[config.mk]
export PLATFORM = sky130hd
export DESIGN_NAME = abspht_top
export DESIGN_NICKNAME = d
export VERILOG_FILES = /design/src/core/abspht_sync.v /design/src/core/abspht_timer.v /design/src/core/abspht_top.v
export VERILOG_INCLUDE_DIRS = /design/src /design/src/pkg
export SDC_FILE = /design/constraint.sdc
export NUM_CORES = 1
export LEC_CHECK = 0
export BUFFER_PORTS_ARGS = -buffer_cell sky130_fd_sc_hd__buf_2
export CORE_MARGIN = 1
export CORE_UTILIZATION = 60
export DETAILED_ROUTE_END_ITERATION = 8
export GPL_ROUTABILITY_DRIVEN = 1
export PLACE_DENSITY = 0.85
export RECOVER_POWER = 25
export SKIP_LAST_GASP = 1
export SLEW_MARGIN = 10
export SYNTH_ARGS = -nofsm -noshare
export SYNTH_HDL_FRONTEND = slang
export SYNTH_SLANG_ARGS = --single-unit
[constraint.sdc]
create_clock -name clk_sys -period 9.25 [get_ports clk_sys]
set_input_delay 2.775 -clock clk_sys [delete_from_list [all_inputs] [get_ports clk_sys]]
set_output_delay 2.775 -clock clk_sys [all_outputs]
set_load 0.03 [all_outputs]
[src/pkg/abspht_regs.vh]
// constants for the absolute position handshake transfer block
`ifndef ABSPHT_REGS_VH
`define ABSPHT_REGS_VH

// -------------------------------------------------------------
// register offsets (byte addresses)
// -------------------------------------------------------------
`define ABSPHT_OFS_CTRL    12'h000
`define ABSPHT_OFS_STATUS  12'h004
`define ABSPHT_OFS_LATCH   12'h008
`define ABSPHT_OFS_HOME    12'h00C

// -------------------------------------------------------------
// field positions and reset values
// -------------------------------------------------------------
`define ABSPHT_CTRL_DETECT   0
`define ABSPHT_CTRL_RST      32'h0000_0001
`define ABSPHT_ST_ACTIVE     0
`define ABSPHT_ST_BASE       1
`define ABSPHT_ST_RDY        2
`define ABSPHT_ST_XTO        3
`define ABSPHT_ST_STO        4
`define ABSPHT_ST_STATE      8

// -------------------------------------------------------------
// timing
// -------------------------------------------------------------
`define ABSPHT_CLK_NS        5
`define ABSPHT_TICK_NS       1000000
`define ABSPHT_TICK_CYC      (`ABSPHT_TICK_NS / `ABSPHT_CLK_NS)
`define ABSPHT_T_XFER_TO_MS  5000
`define ABSPHT_T_SON_TO_MS   11'h3E8
`define ABSPHT_T_BASE_OFF_MS 8'h14

// -------------------------------------------------------------
// transfer layout
// -------------------------------------------------------------
`define ABSPHT_POS_W         32
`define ABSPHT_CSUM_W        6
`define ABSPHT_GROUPS        5'h13

`endif

[src/core/abspht_sync.v]
// three-stage input synchroniser with agreement filter
`timescale 1ns/1ps
module abspht_sync #(
    parameter W = 1
) (
    input  wire         clk_sys,
    input  wire         srst,
    input  wire [W-1:0] din,
    output wire [W-1:0] dout
);
    reg [W-1:0] s1_ff;
    reg [W-1:0] s2_ff;
    reg [W-1:0] s3_ff;
    reg [W-1:0] out_ff;
    integer     i;

    // s1 feeds s2 only; the output moves once s2 and s3 agree
    always @(posedge clk_sys) begin
        if (srst) begin
            s1_ff  <= {W{1'b0}};
            s2_ff  <= {W{1'b0}};
            s3_ff  <= {W{1'b0}};
            out_ff <= {W{1'b0}};
        end else begin
            s1_ff <= din;
            s2_ff <= s1_ff;
            s3_ff <= s2_ff;
            for (i = 0; i < W; i = i + 1) begin
                if (s2_ff[i] == s3_ff[i]) begin
                    out_ff[i] <= s3_ff[i];
                end
            end
        end
    end

    assign dout = out_ff;
endmodule

[src/core/abspht_timer.v]
// millisecond timeout counter driven by a tick enable
`timescale 1ns/1ps
module abspht_timer #(
    parameter W = 16
) (
    input  wire         clk_sys,
    input  wire         srst,
    input  wire         tick,
    input  wire         clr,
    input  wire         run,
    input  wire [W-1:0] limit,
    output wire         expired
);
    reg [W-1:0] cnt_ff;
    reg [W-1:0] nxt_cnt;

    always @* begin
        nxt_cnt = cnt_ff;
        if (clr) begin
            nxt_cnt = {W{1'b0}};
        end else if (run && tick && (cnt_ff < limit)) begin
            nxt_cnt = cnt_ff + {{(W-1){1'b0}}, 1'b1};
        end
    end

    always @(posedge clk_sys) begin
        if (srst) begin
            cnt_ff <= {W{1'b0}};
        end else begin
            cnt_ff <= nxt_cnt;
        end
    end

    // saturates, so expiry stays while run is high until cleared
    assign expired = run && (cnt_ff >= limit);
endmodule

[src/core/abspht_top.v]
// absolute position handshake transfer, device side, with apb registers
//
// Design decisions made here: register access over APB and the placing of the registers.
`timescale 1ns/1ps
`include "abspht_regs.vh"

// Overview of operation
// transfer mode repurposes three flag outputs
// controller requests each portion via data_request
// low bit of pair on pair_low_bit
// high bit of pair on pair_high_bit
// home_set clears counter, stores home position
// pins fixed; outputs revert after transfer
// base circuit waits for transfer mode
// latch position on mode rise, load command
// drive_ready after mode drop; then ignore mode
// alarm refuses mode; warnings do not
// abort and warn on drop, clear, stop
// refuse mode while base on; 20ms off
// servo-on missing 1s raises warning
// determine position then raise pair_ready
// controller requests only after pair_ready
// request drives next pair, drops ready
// controller samples, then drops request
// ready again until data and checksum sent
// controller drops mode after 19th ready; the controller model drops it after the 20th, the one raised in ST_DONE
// checksum is 6-bit sum of pairs
// controller raises mode and servo-on together
// every servo-on comes with a transfer
// request rise timeout raises warning
// request fall timeout raises warning
// mode drop timeout after final ready
// mode rise clears transfer warning
// data bits stable until request falls
module abspht_top #(
    parameter TICK_CYC   = `ABSPHT_TICK_CYC,
    parameter XFER_TO_MS = `ABSPHT_T_XFER_TO_MS
) (
    input  wire        clk_sys,
    input  wire        srst,
    input  wire        psel,
    input  wire        penable,
    input  wire        pwrite,
    input  wire [11:0] paddr,
    input  wire [31:0] pwdata,
    output wire [31:0] prdata,
    output wire        pready,
    output wire        pslverr,
    input  wire        xfer_mode_in,
    input  wire        data_request,
    input  wire        servo_on_cmd,
    input  wire        fault_clear,
    input  wire        emerg_stop,
    input  wire        home_set,
    input  wire        alarm_in,
    input  wire [31:0] cur_position,
    input  wire        norm_done,
    input  wire        norm_zero,
    input  wire        norm_tlim,
    output wire        position_done_flag,
    output wire        zero_speed_flag,
    output wire        torque_limit_flag,
    output wire        base_on,
    output wire        drive_ready,
    output wire        xfer_timeout_warning,
    output wire        servo_on_timeout_warning,
    output wire [31:0] pos_cmd,
    output wire        pos_cmd_load,
    output wire        counter_clear,
    output wire        home_store,
    output wire [31:0] home_data
);
    // ---------------------------------------------------------
    // states
    // ---------------------------------------------------------
    localparam [2:0] ST_IDLE = 3'd0;
    localparam [2:0] ST_PREP = 3'd1;
    localparam [2:0] ST_RDY  = 3'd2;
    localparam [2:0] ST_SEND = 3'd3;
    localparam [2:0] ST_DONE = 3'd4;
    localparam [4:0] LAST    = `ABSPHT_GROUPS - 5'h01;
    localparam       DW      = `ABSPHT_POS_W + `ABSPHT_CSUM_W;
    localparam [31:0] CTRL_RST = `ABSPHT_CTRL_RST;

    // 6-bit sum of all 2-bit pairs of a word
    function [5:0] pair_sum;
        input [31:0] v;
        integer k;
        begin
            pair_sum = 6'h00;
            for (k = 0; k < 16; k = k + 1) begin
                pair_sum = pair_sum + {4'h0, v[2*k +: 2]};
            end
        end
    endfunction

    // ---------------------------------------------------------
    // pin synchronisers and edges
    // ---------------------------------------------------------
    wire [6:0] pin_s;
    abspht_sync #(.W(7)) u_sync (
        .clk_sys (clk_sys),
        .srst    (srst),
        .din     ({alarm_in, home_set, emerg_stop, fault_clear,
                   servo_on_cmd, data_request, xfer_mode_in}),
        .dout    (pin_s)
    );
    wire xm_s  = pin_s[0];
    wire req_s = pin_s[1];
    wire son_s = pin_s[2];
    wire clr_s = pin_s[3];
    wire emg_s = pin_s[4];
    wire hs_s  = pin_s[5];
    wire alm_s = pin_s[6];

    reg xm_d_ff;
    reg son_d_ff;
    reg hs_d_ff;
    wire xm_rise  = xm_s & ~xm_d_ff;
    wire son_fall = ~son_s & son_d_ff;

    // ---------------------------------------------------------
    // millisecond tick
    // ---------------------------------------------------------
    reg [31:0] div_ff;
    wire       tick = (div_ff == TICK_CYC - 1);
    always @(posedge clk_sys) begin
        if (srst || tick) begin
            div_ff <= 32'h0000_0000;
        end else begin
            div_ff <= div_ff + 32'h0000_0001;
        end
    end

    // ---------------------------------------------------------
    // registers and state
    // ---------------------------------------------------------
    reg [2:0]    state_ff;
    reg [2:0]    nxt_state;
    reg [4:0]    grp_ff;
    reg [DW-1:0] shf_ff;
    reg [1:0]    pair_ff;
    reg [31:0]   latch_ff;
    reg [31:0]   home_ff;
    reg          home_pls_ff;
    reg          load_ff;
    reg          seen_ff;
    reg          rdy_ff;
    reg          xto_ff;
    reg          ctrl_det_ff;
    reg [31:0]   rdata_ff;
    wire         base_ok;
    wire         xfer_exp;
    wire         son_exp;

    wire active = (state_ff != ST_IDLE);
    // base only after mode seen
    wire base_w = seen_ff & son_s & ~alm_s & ~emg_s & ~active;
    // acceptance of mode
    wire accept = ctrl_det_ff & xm_rise & ~alm_s & ~rdy_ff
                  & ~base_w & base_ok;
    // abort causes during transfer
    wire abort  = ~xm_s | son_fall | clr_s | emg_s;

    // base must rest off before a new transfer
    abspht_timer #(.W(8)) u_boff (
        .clk_sys (clk_sys),
        .srst    (srst),
        .tick    (tick),
        .clr     (base_w),
        .run     (~base_w),
        .limit   (`ABSPHT_T_BASE_OFF_MS),
        .expired (base_ok)
    );

    // handshake watchdog, restarts per state
    abspht_timer #(.W(32)) u_xto (
        .clk_sys (clk_sys),
        .srst    (srst),
        .tick    (tick),
        .clr     (nxt_state != state_ff),
        .run     (state_ff == ST_RDY || state_ff == ST_SEND
                  || state_ff == ST_DONE),
        .limit   (XFER_TO_MS),
        .expired (xfer_exp)
    );

    // servo-on watchdog, warning only
    abspht_timer #(.W(11)) u_sto (
        .clk_sys (clk_sys),
        .srst    (srst),
        .tick    (tick),
        .clr     (accept | son_s),
        .run     (seen_ff & ~son_s),
        .limit   (`ABSPHT_T_SON_TO_MS),
        .expired (son_exp)
    );

    // ---------------------------------------------------------
    // transfer state machine
    // ---------------------------------------------------------
    always @* begin
        nxt_state = state_ff;
        case (state_ff)
            ST_IDLE: begin
                if (accept) begin
                    nxt_state = ST_PREP;
                end
            end
            ST_PREP: begin
                // abort here too, or a short abort pulse is lost
                nxt_state = abort ? ST_IDLE : ST_RDY;
            end
            ST_RDY: begin
                if (abort) begin
                    nxt_state = ST_IDLE;
                end else if (req_s) begin
                    nxt_state = ST_SEND;
                end
            end
            ST_SEND: begin
                if (abort) begin
                    nxt_state = ST_IDLE;
                end else if (!req_s) begin
                    nxt_state = (grp_ff == LAST) ? ST_DONE : ST_RDY;
                end
            end
            ST_DONE: begin
                if (!xm_s) begin
                    nxt_state = ST_IDLE;
                end
            end
            default: nxt_state = ST_IDLE;
        endcase
    end

    always @(posedge clk_sys) begin
        if (srst) begin
            state_ff    <= ST_IDLE;
            grp_ff      <= 5'd0;
            shf_ff      <= {DW{1'b0}};
            pair_ff     <= 2'b00;
            latch_ff    <= 32'h0000_0000;
            home_ff     <= 32'h0000_0000;
            home_pls_ff <= 1'b0;
            load_ff     <= 1'b0;
            seen_ff     <= 1'b0;
            rdy_ff      <= 1'b0;
            xto_ff      <= 1'b0;
            xm_d_ff     <= 1'b0;
            son_d_ff    <= 1'b0;
            hs_d_ff     <= 1'b0;
        end else begin
            state_ff    <= nxt_state;
            xm_d_ff     <= xm_s;
            son_d_ff    <= son_s;
            hs_d_ff     <= hs_s;
            load_ff     <= 1'b0;
            home_pls_ff <= 1'b0;
            // latch position, load as command
            if (accept) begin
                latch_ff <= cur_position;
                load_ff  <= 1'b1;
                seen_ff  <= 1'b1;
                grp_ff   <= 5'd0;
            end
            // mode may lead servo-on, so only a servo-on fall forgets it
            if (son_fall && !accept) begin
                seen_ff <= 1'b0;
            end
            // position and checksum staged
            if (state_ff == ST_PREP) begin
                shf_ff <= {pair_sum(latch_ff), latch_ff};
            end
            // next pair on request, held until next
            if (state_ff == ST_RDY && nxt_state == ST_SEND) begin
                pair_ff <= shf_ff[1:0];
                shf_ff  <= {2'b00, shf_ff[DW-1:2]};
            end
            // count pairs toward the final ready
            if (state_ff == ST_SEND && nxt_state == ST_RDY) begin
                grp_ff <= grp_ff + 5'd1;
            end
            // ready after mode drops at completion
            if (state_ff == ST_DONE && !xm_s) begin
                rdy_ff <= 1'b1;
            end else if (!son_s || alm_s) begin
                rdy_ff <= 1'b0;
            end
            // warning, set wins
            if ((active && state_ff != ST_DONE && abort)
                || xfer_exp) begin
                xto_ff <= 1'b1;
            end else if (xm_rise) begin
                xto_ff <= 1'b0;
            end
            // home position capture
            if (hs_s && !hs_d_ff) begin
                home_ff     <= cur_position;
                home_pls_ff <= 1'b1;
            end
        end
    end

    // ---------------------------------------------------------
    // apb slave, zero wait states
    // ---------------------------------------------------------
    wire        wr_en = psel & penable & pwrite;
    wire        hit   = (paddr == `ABSPHT_OFS_CTRL)
                      | (paddr == `ABSPHT_OFS_STATUS)
                      | (paddr == `ABSPHT_OFS_LATCH)
                      | (paddr == `ABSPHT_OFS_HOME);
    wire [31:0] status = {21'h00_0000, state_ff, 3'b000,
                          son_exp, xto_ff, rdy_ff, base_w, active};
    reg  [31:0] nxt_rdata;

    always @* begin
        case (paddr)
            `ABSPHT_OFS_CTRL:   nxt_rdata = {31'h0, ctrl_det_ff};
            `ABSPHT_OFS_STATUS: nxt_rdata = status;
            `ABSPHT_OFS_LATCH:  nxt_rdata = latch_ff;
            `ABSPHT_OFS_HOME:   nxt_rdata = home_ff;
            default:            nxt_rdata = 32'h0000_0000;
        endcase
    end

    always @(posedge clk_sys) begin
        if (srst) begin
            ctrl_det_ff <= CTRL_RST[0];
            rdata_ff    <= 32'h0000_0000;
        end else begin
            if (wr_en && paddr == `ABSPHT_OFS_CTRL) begin
                ctrl_det_ff <= pwdata[`ABSPHT_CTRL_DETECT];
            end
            if (psel && !penable && !pwrite) begin
                rdata_ff <= nxt_rdata;
            end
        end
    end

    assign prdata  = rdata_ff;
    assign pready  = 1'b1;
    assign pslverr = psel & penable & ~hit;

    // ---------------------------------------------------------
    // outputs
    // ---------------------------------------------------------
    // outputs repurposed only during transfer mode
    wire repurp = ctrl_det_ff & xm_s & active;
    // low bit of pair
    assign position_done_flag = repurp ? pair_ff[0] : norm_done;
    // high bit of pair
    assign zero_speed_flag    = repurp ? pair_ff[1] : norm_zero;
    // ready while waiting for a request (ST_RDY) and in ST_DONE
    assign torque_limit_flag  = repurp ? (state_ff == ST_RDY ||
                                state_ff == ST_DONE) : norm_tlim;

    assign base_on                  = base_w;
    assign drive_ready              = rdy_ff;
    assign xfer_timeout_warning     = xto_ff;
    // self-clearing once servo-on seen
    assign servo_on_timeout_warning = son_exp;
    assign pos_cmd                  = latch_ff;
    assign pos_cmd_load             = load_ff;
    // clear counter and store home
    assign counter_clear            = home_pls_ff;
    assign home_store               = home_pls_ff;
    assign home_data                = home_ff;
endmodule

==> out/results.ini <==
[cells_and_area]
final_cell_area_sq_um=13400
fin_cells=1701
final_util_pct=71.4
syn_to_final_growth_pct=16.2
drive_gt1_share_pct=17.2
multi_input_area_sq_um=5680
finalNetCount=1582
seqCellArea_sq_um=5290
fillers=1423
num_antenna_cells=0

[clock_tree]
numCtsBuffers=28
cts_sinks=264
cts_root_buffer=clkbuf_16
path_clk_slew_ns=0.06
cts_tree=built
htreeDepth=1
cts_setup_buffers=0
ctsHoldBuffers=0
cts_buffer_depth=3
cts_resized=0
clk_latency_ns=0.54

[detailed_routing]
dr.pass1.iters=7
via_per_inst=5.88
drt-initial-drc-count=647
routed_wl_microns=28600
wire_per_inst_microns=16.8
vias=9997
ant_nets=0
drc=0

[place]
place_area_sq_um=12400
hpwl_microns=19100
pre_cts_ws_ns=2.41
port_buffers=166
placed_cells=1652
globalplace.congestion=0.833

[die]
row_count=50
dieArea_sq_um=19800
core-area_sq_um=18800
io-pin-count=199
start_util_pct=61.4
die_w_microns=141
die_y_microns=141

[global_routing]
grt_pass1_vias=9454
antenna_found_initial=0
top_usage_layer=met2
grt_max_degree=78
grt_overflow=0
grt_pass1_wl_microns=46300
grt_use_met3_pct=5.23
grt_use_met1_pct=35.6
met2_usage_pct=49.5
grt_util_all_layers_pct=28.7

[sta]
setup_viol=0
fmax_mhz=146
relSlewSlack_pct=-106
finalMaxSlewViolations=72
finClkSkew_ns=0.0131
max_slew.worst_pin.slew_ns=3.09
hold_violations=0
setup_slack_ns=2.40
tns_ns=0
fin_crit_sh_pct=74.1
grt_setup_unrepaired=false
period_minus_slack_ns=6.85

[setup_path]
max_stage_delay_ns=0.42
timing.critical_path.buf_inv=2
cp-start-kind=primary input
cp_top_family=simple AND/OR/NAND/NOR gates
r2r_start=pos_cmd[7]
crit_fanout=11
r2r_slack_ns=4.64
cp_cell_sequence=buf_2, nor4_1, nand3_1, and3_1, buf_2
critPathRequiredTime_ns=6.48
arrival_ns=4.08
worst-setup-path-type=in2out
worstSetupEndpointType=output pin
cpMostUsedCell=buf_2
r2r_end=shf_ff[37]
cpMaxStageDelayCell=nand3_1
r2r_cells=14

[status]
outcome=finished, violations left
violations=capacitance limit, slew limit

[synthesis]
syn_inst=1325
synth_warnings=0
ys_seq_area_share_pct=45.8
syn_nets=1459
synthFlopType=dfxtp_1
synthArstFlopShare_pct=0
syn_area_per_cell_sq_um=8.70
synth_cell_type_count=56
synth_seq_cells=264
synth_edf_count=0
syn_area_sq_um=11500

[min_path]
hold_start=u_sync.s1_ff[6]
whs_path_depth=1
min_to=u_sync.s2_ff[6]
hold_path.class=reg2reg

[power_and_ir_drop]
cellPowerDensity_nw_per_um2=177
p_leak_uw=0.00529
peakVddDrop_uv=176

[run]
cap_violations=1

[cell families (layout without fill, tap and decap cells)]
| kind of cell | count (synthesis) | after routing | share of synthesized area [%] |
|---|---|---|---|
| flops | 264 | 264 | 45.8 |
| other cells | 1 | 1 | 0.0325 |
| buf+inv | 152 | 294 | 5.09 |
| compound gates | 270 | 270 | 14.2 |
| fa+ha+maj | 43 | 43 | 6.36 |
| simple gates | 513 | 513 | 21.6 |
| xor+xnor | 34 | 34 | 2.58 |
| mux | 48 | 48 | 4.27 |
[worst max-delay path by stage]
stage	startpoint	cells after the start	slack [ns]	end
after detailed placement	paddr[7]	5	2.41	pslverr
after CTS	paddr[7]	5	2.40	pslverr
after global placement	paddr[7]	5	2.44	pslverr
after floorplan	paddr[7]	4	2.84	pslverr
after global routing	srst	5	2.27	u_sto.cnt_ff[1]
final	paddr[7]	5	2.40	pslverr
[cell type report]
cell class                      instances  area share (%)
Multi-Input combinational cell        909            42.4
Sequential cell                       264            39.5
Timing Repair Buffer                  175            6.64
Clock buffer                           39            5.99
Tap cell                              234            2.19
Inverter                               70            1.96
Clock inverter                         10            1.34
[stage by stage]
step | hold WS, ns | power, uW
CTS | 0.443 | 2380
finish | 0.437 | 2370
global route | 0.455 | 2440
global placement | 0.421 | 1220
floorplan | 0.406 | 1200
detailed placement | 0.428 | 1220
[synth_stat cells, types with 5 or more instances]
master      n  area, sq um
xor2_1     22          193
inv_1      70          263
or4_4      10          113
a211oi_1   39          293
a31oi_1     6         37.5
a21oi_2     8         70.1
fa_1       26          521
a21oi_1   108          541
nand4_1    21          131
o21ai_0    51          255
nand3_1    39          195
a22oi_1    34          255
mux2i_1    39          390
mux2_2      9          101
nand2_1   199          747
dfxtp_1   264         5290
nor2b_1    26          163
or4_1       5         37.5
and3_1     33          206
o31ai_1    10         75.1
nor2_1    104          390
nor3_1     19         95.1
ha_1       17          213
clkbuf_1   74          278
or3_1      14         87.6
and2_1      6         37.5
xnor2_1    12          105
nor4_1     12         75.1
[worst register-to-register path, delay by kind of cell, from the launching register on]
family                   cells  cell delay [ns]
AO/OA/AOI/OAI                3             0.59
adder cells (fa/ha/maj)      7             3.21
buffers and inverters        4             0.30
flip-flops                   1             0.41
[routing by layer]
layer	wire, microns	vias to the layer above
met5	0	-
met2	13800	380
li1	-	4801
met1	11800	4740
met4	940	0
met3	2030	76
[where the power goes]
group | switching [uW] | internal (uW)
clock | 454 | 717
sequential | 2.76 | 1140
combinational | 35.9 | 17.1
total | 492 | 1880
[flip-flops by register name, summed over array words and instances (netlist names), 2 cells and up]
| register | flops |
|---|---|
| shf_ff | 38 |
| div_ff | 32 |
| home_data | 32 |
| pos_cmd | 32 |
| prdata | 32 |
| u_xto.cnt_ff | 32 |
| u_sto.cnt_ff | 11 |
| u_boff.cnt_ff | 8 |
| u_sync.dout | 7 |
| u_sync.s1_ff | 7 |
| u_sync.s2_ff | 7 |
| u_sync.s3_ff | 7 |
| grp_ff | 5 |
| state_ff | 3 |
| pair_ff | 2 |
[cells in the final DEF, fill, tap and decap left out, drive strengths merged, types with 22 or more instances in the layout]
| cell | instances |
|---|---|
| and3 | 33 |
| mux2i | 39 |
| nand2 | 199 |
| a21oi | 116 |
| fa | 26 |
| a211oi | 39 |
| nand3 | 39 |
| buf | 172 |
| inv | 70 |
| clkbuf | 42 |
| a22oi | 34 |
| dfxtp | 264 |
| nor2b | 26 |
| xor2 | 22 |
| nor2 | 104 |
| o21ai | 51 |
(Power assumes the default switching activity.)
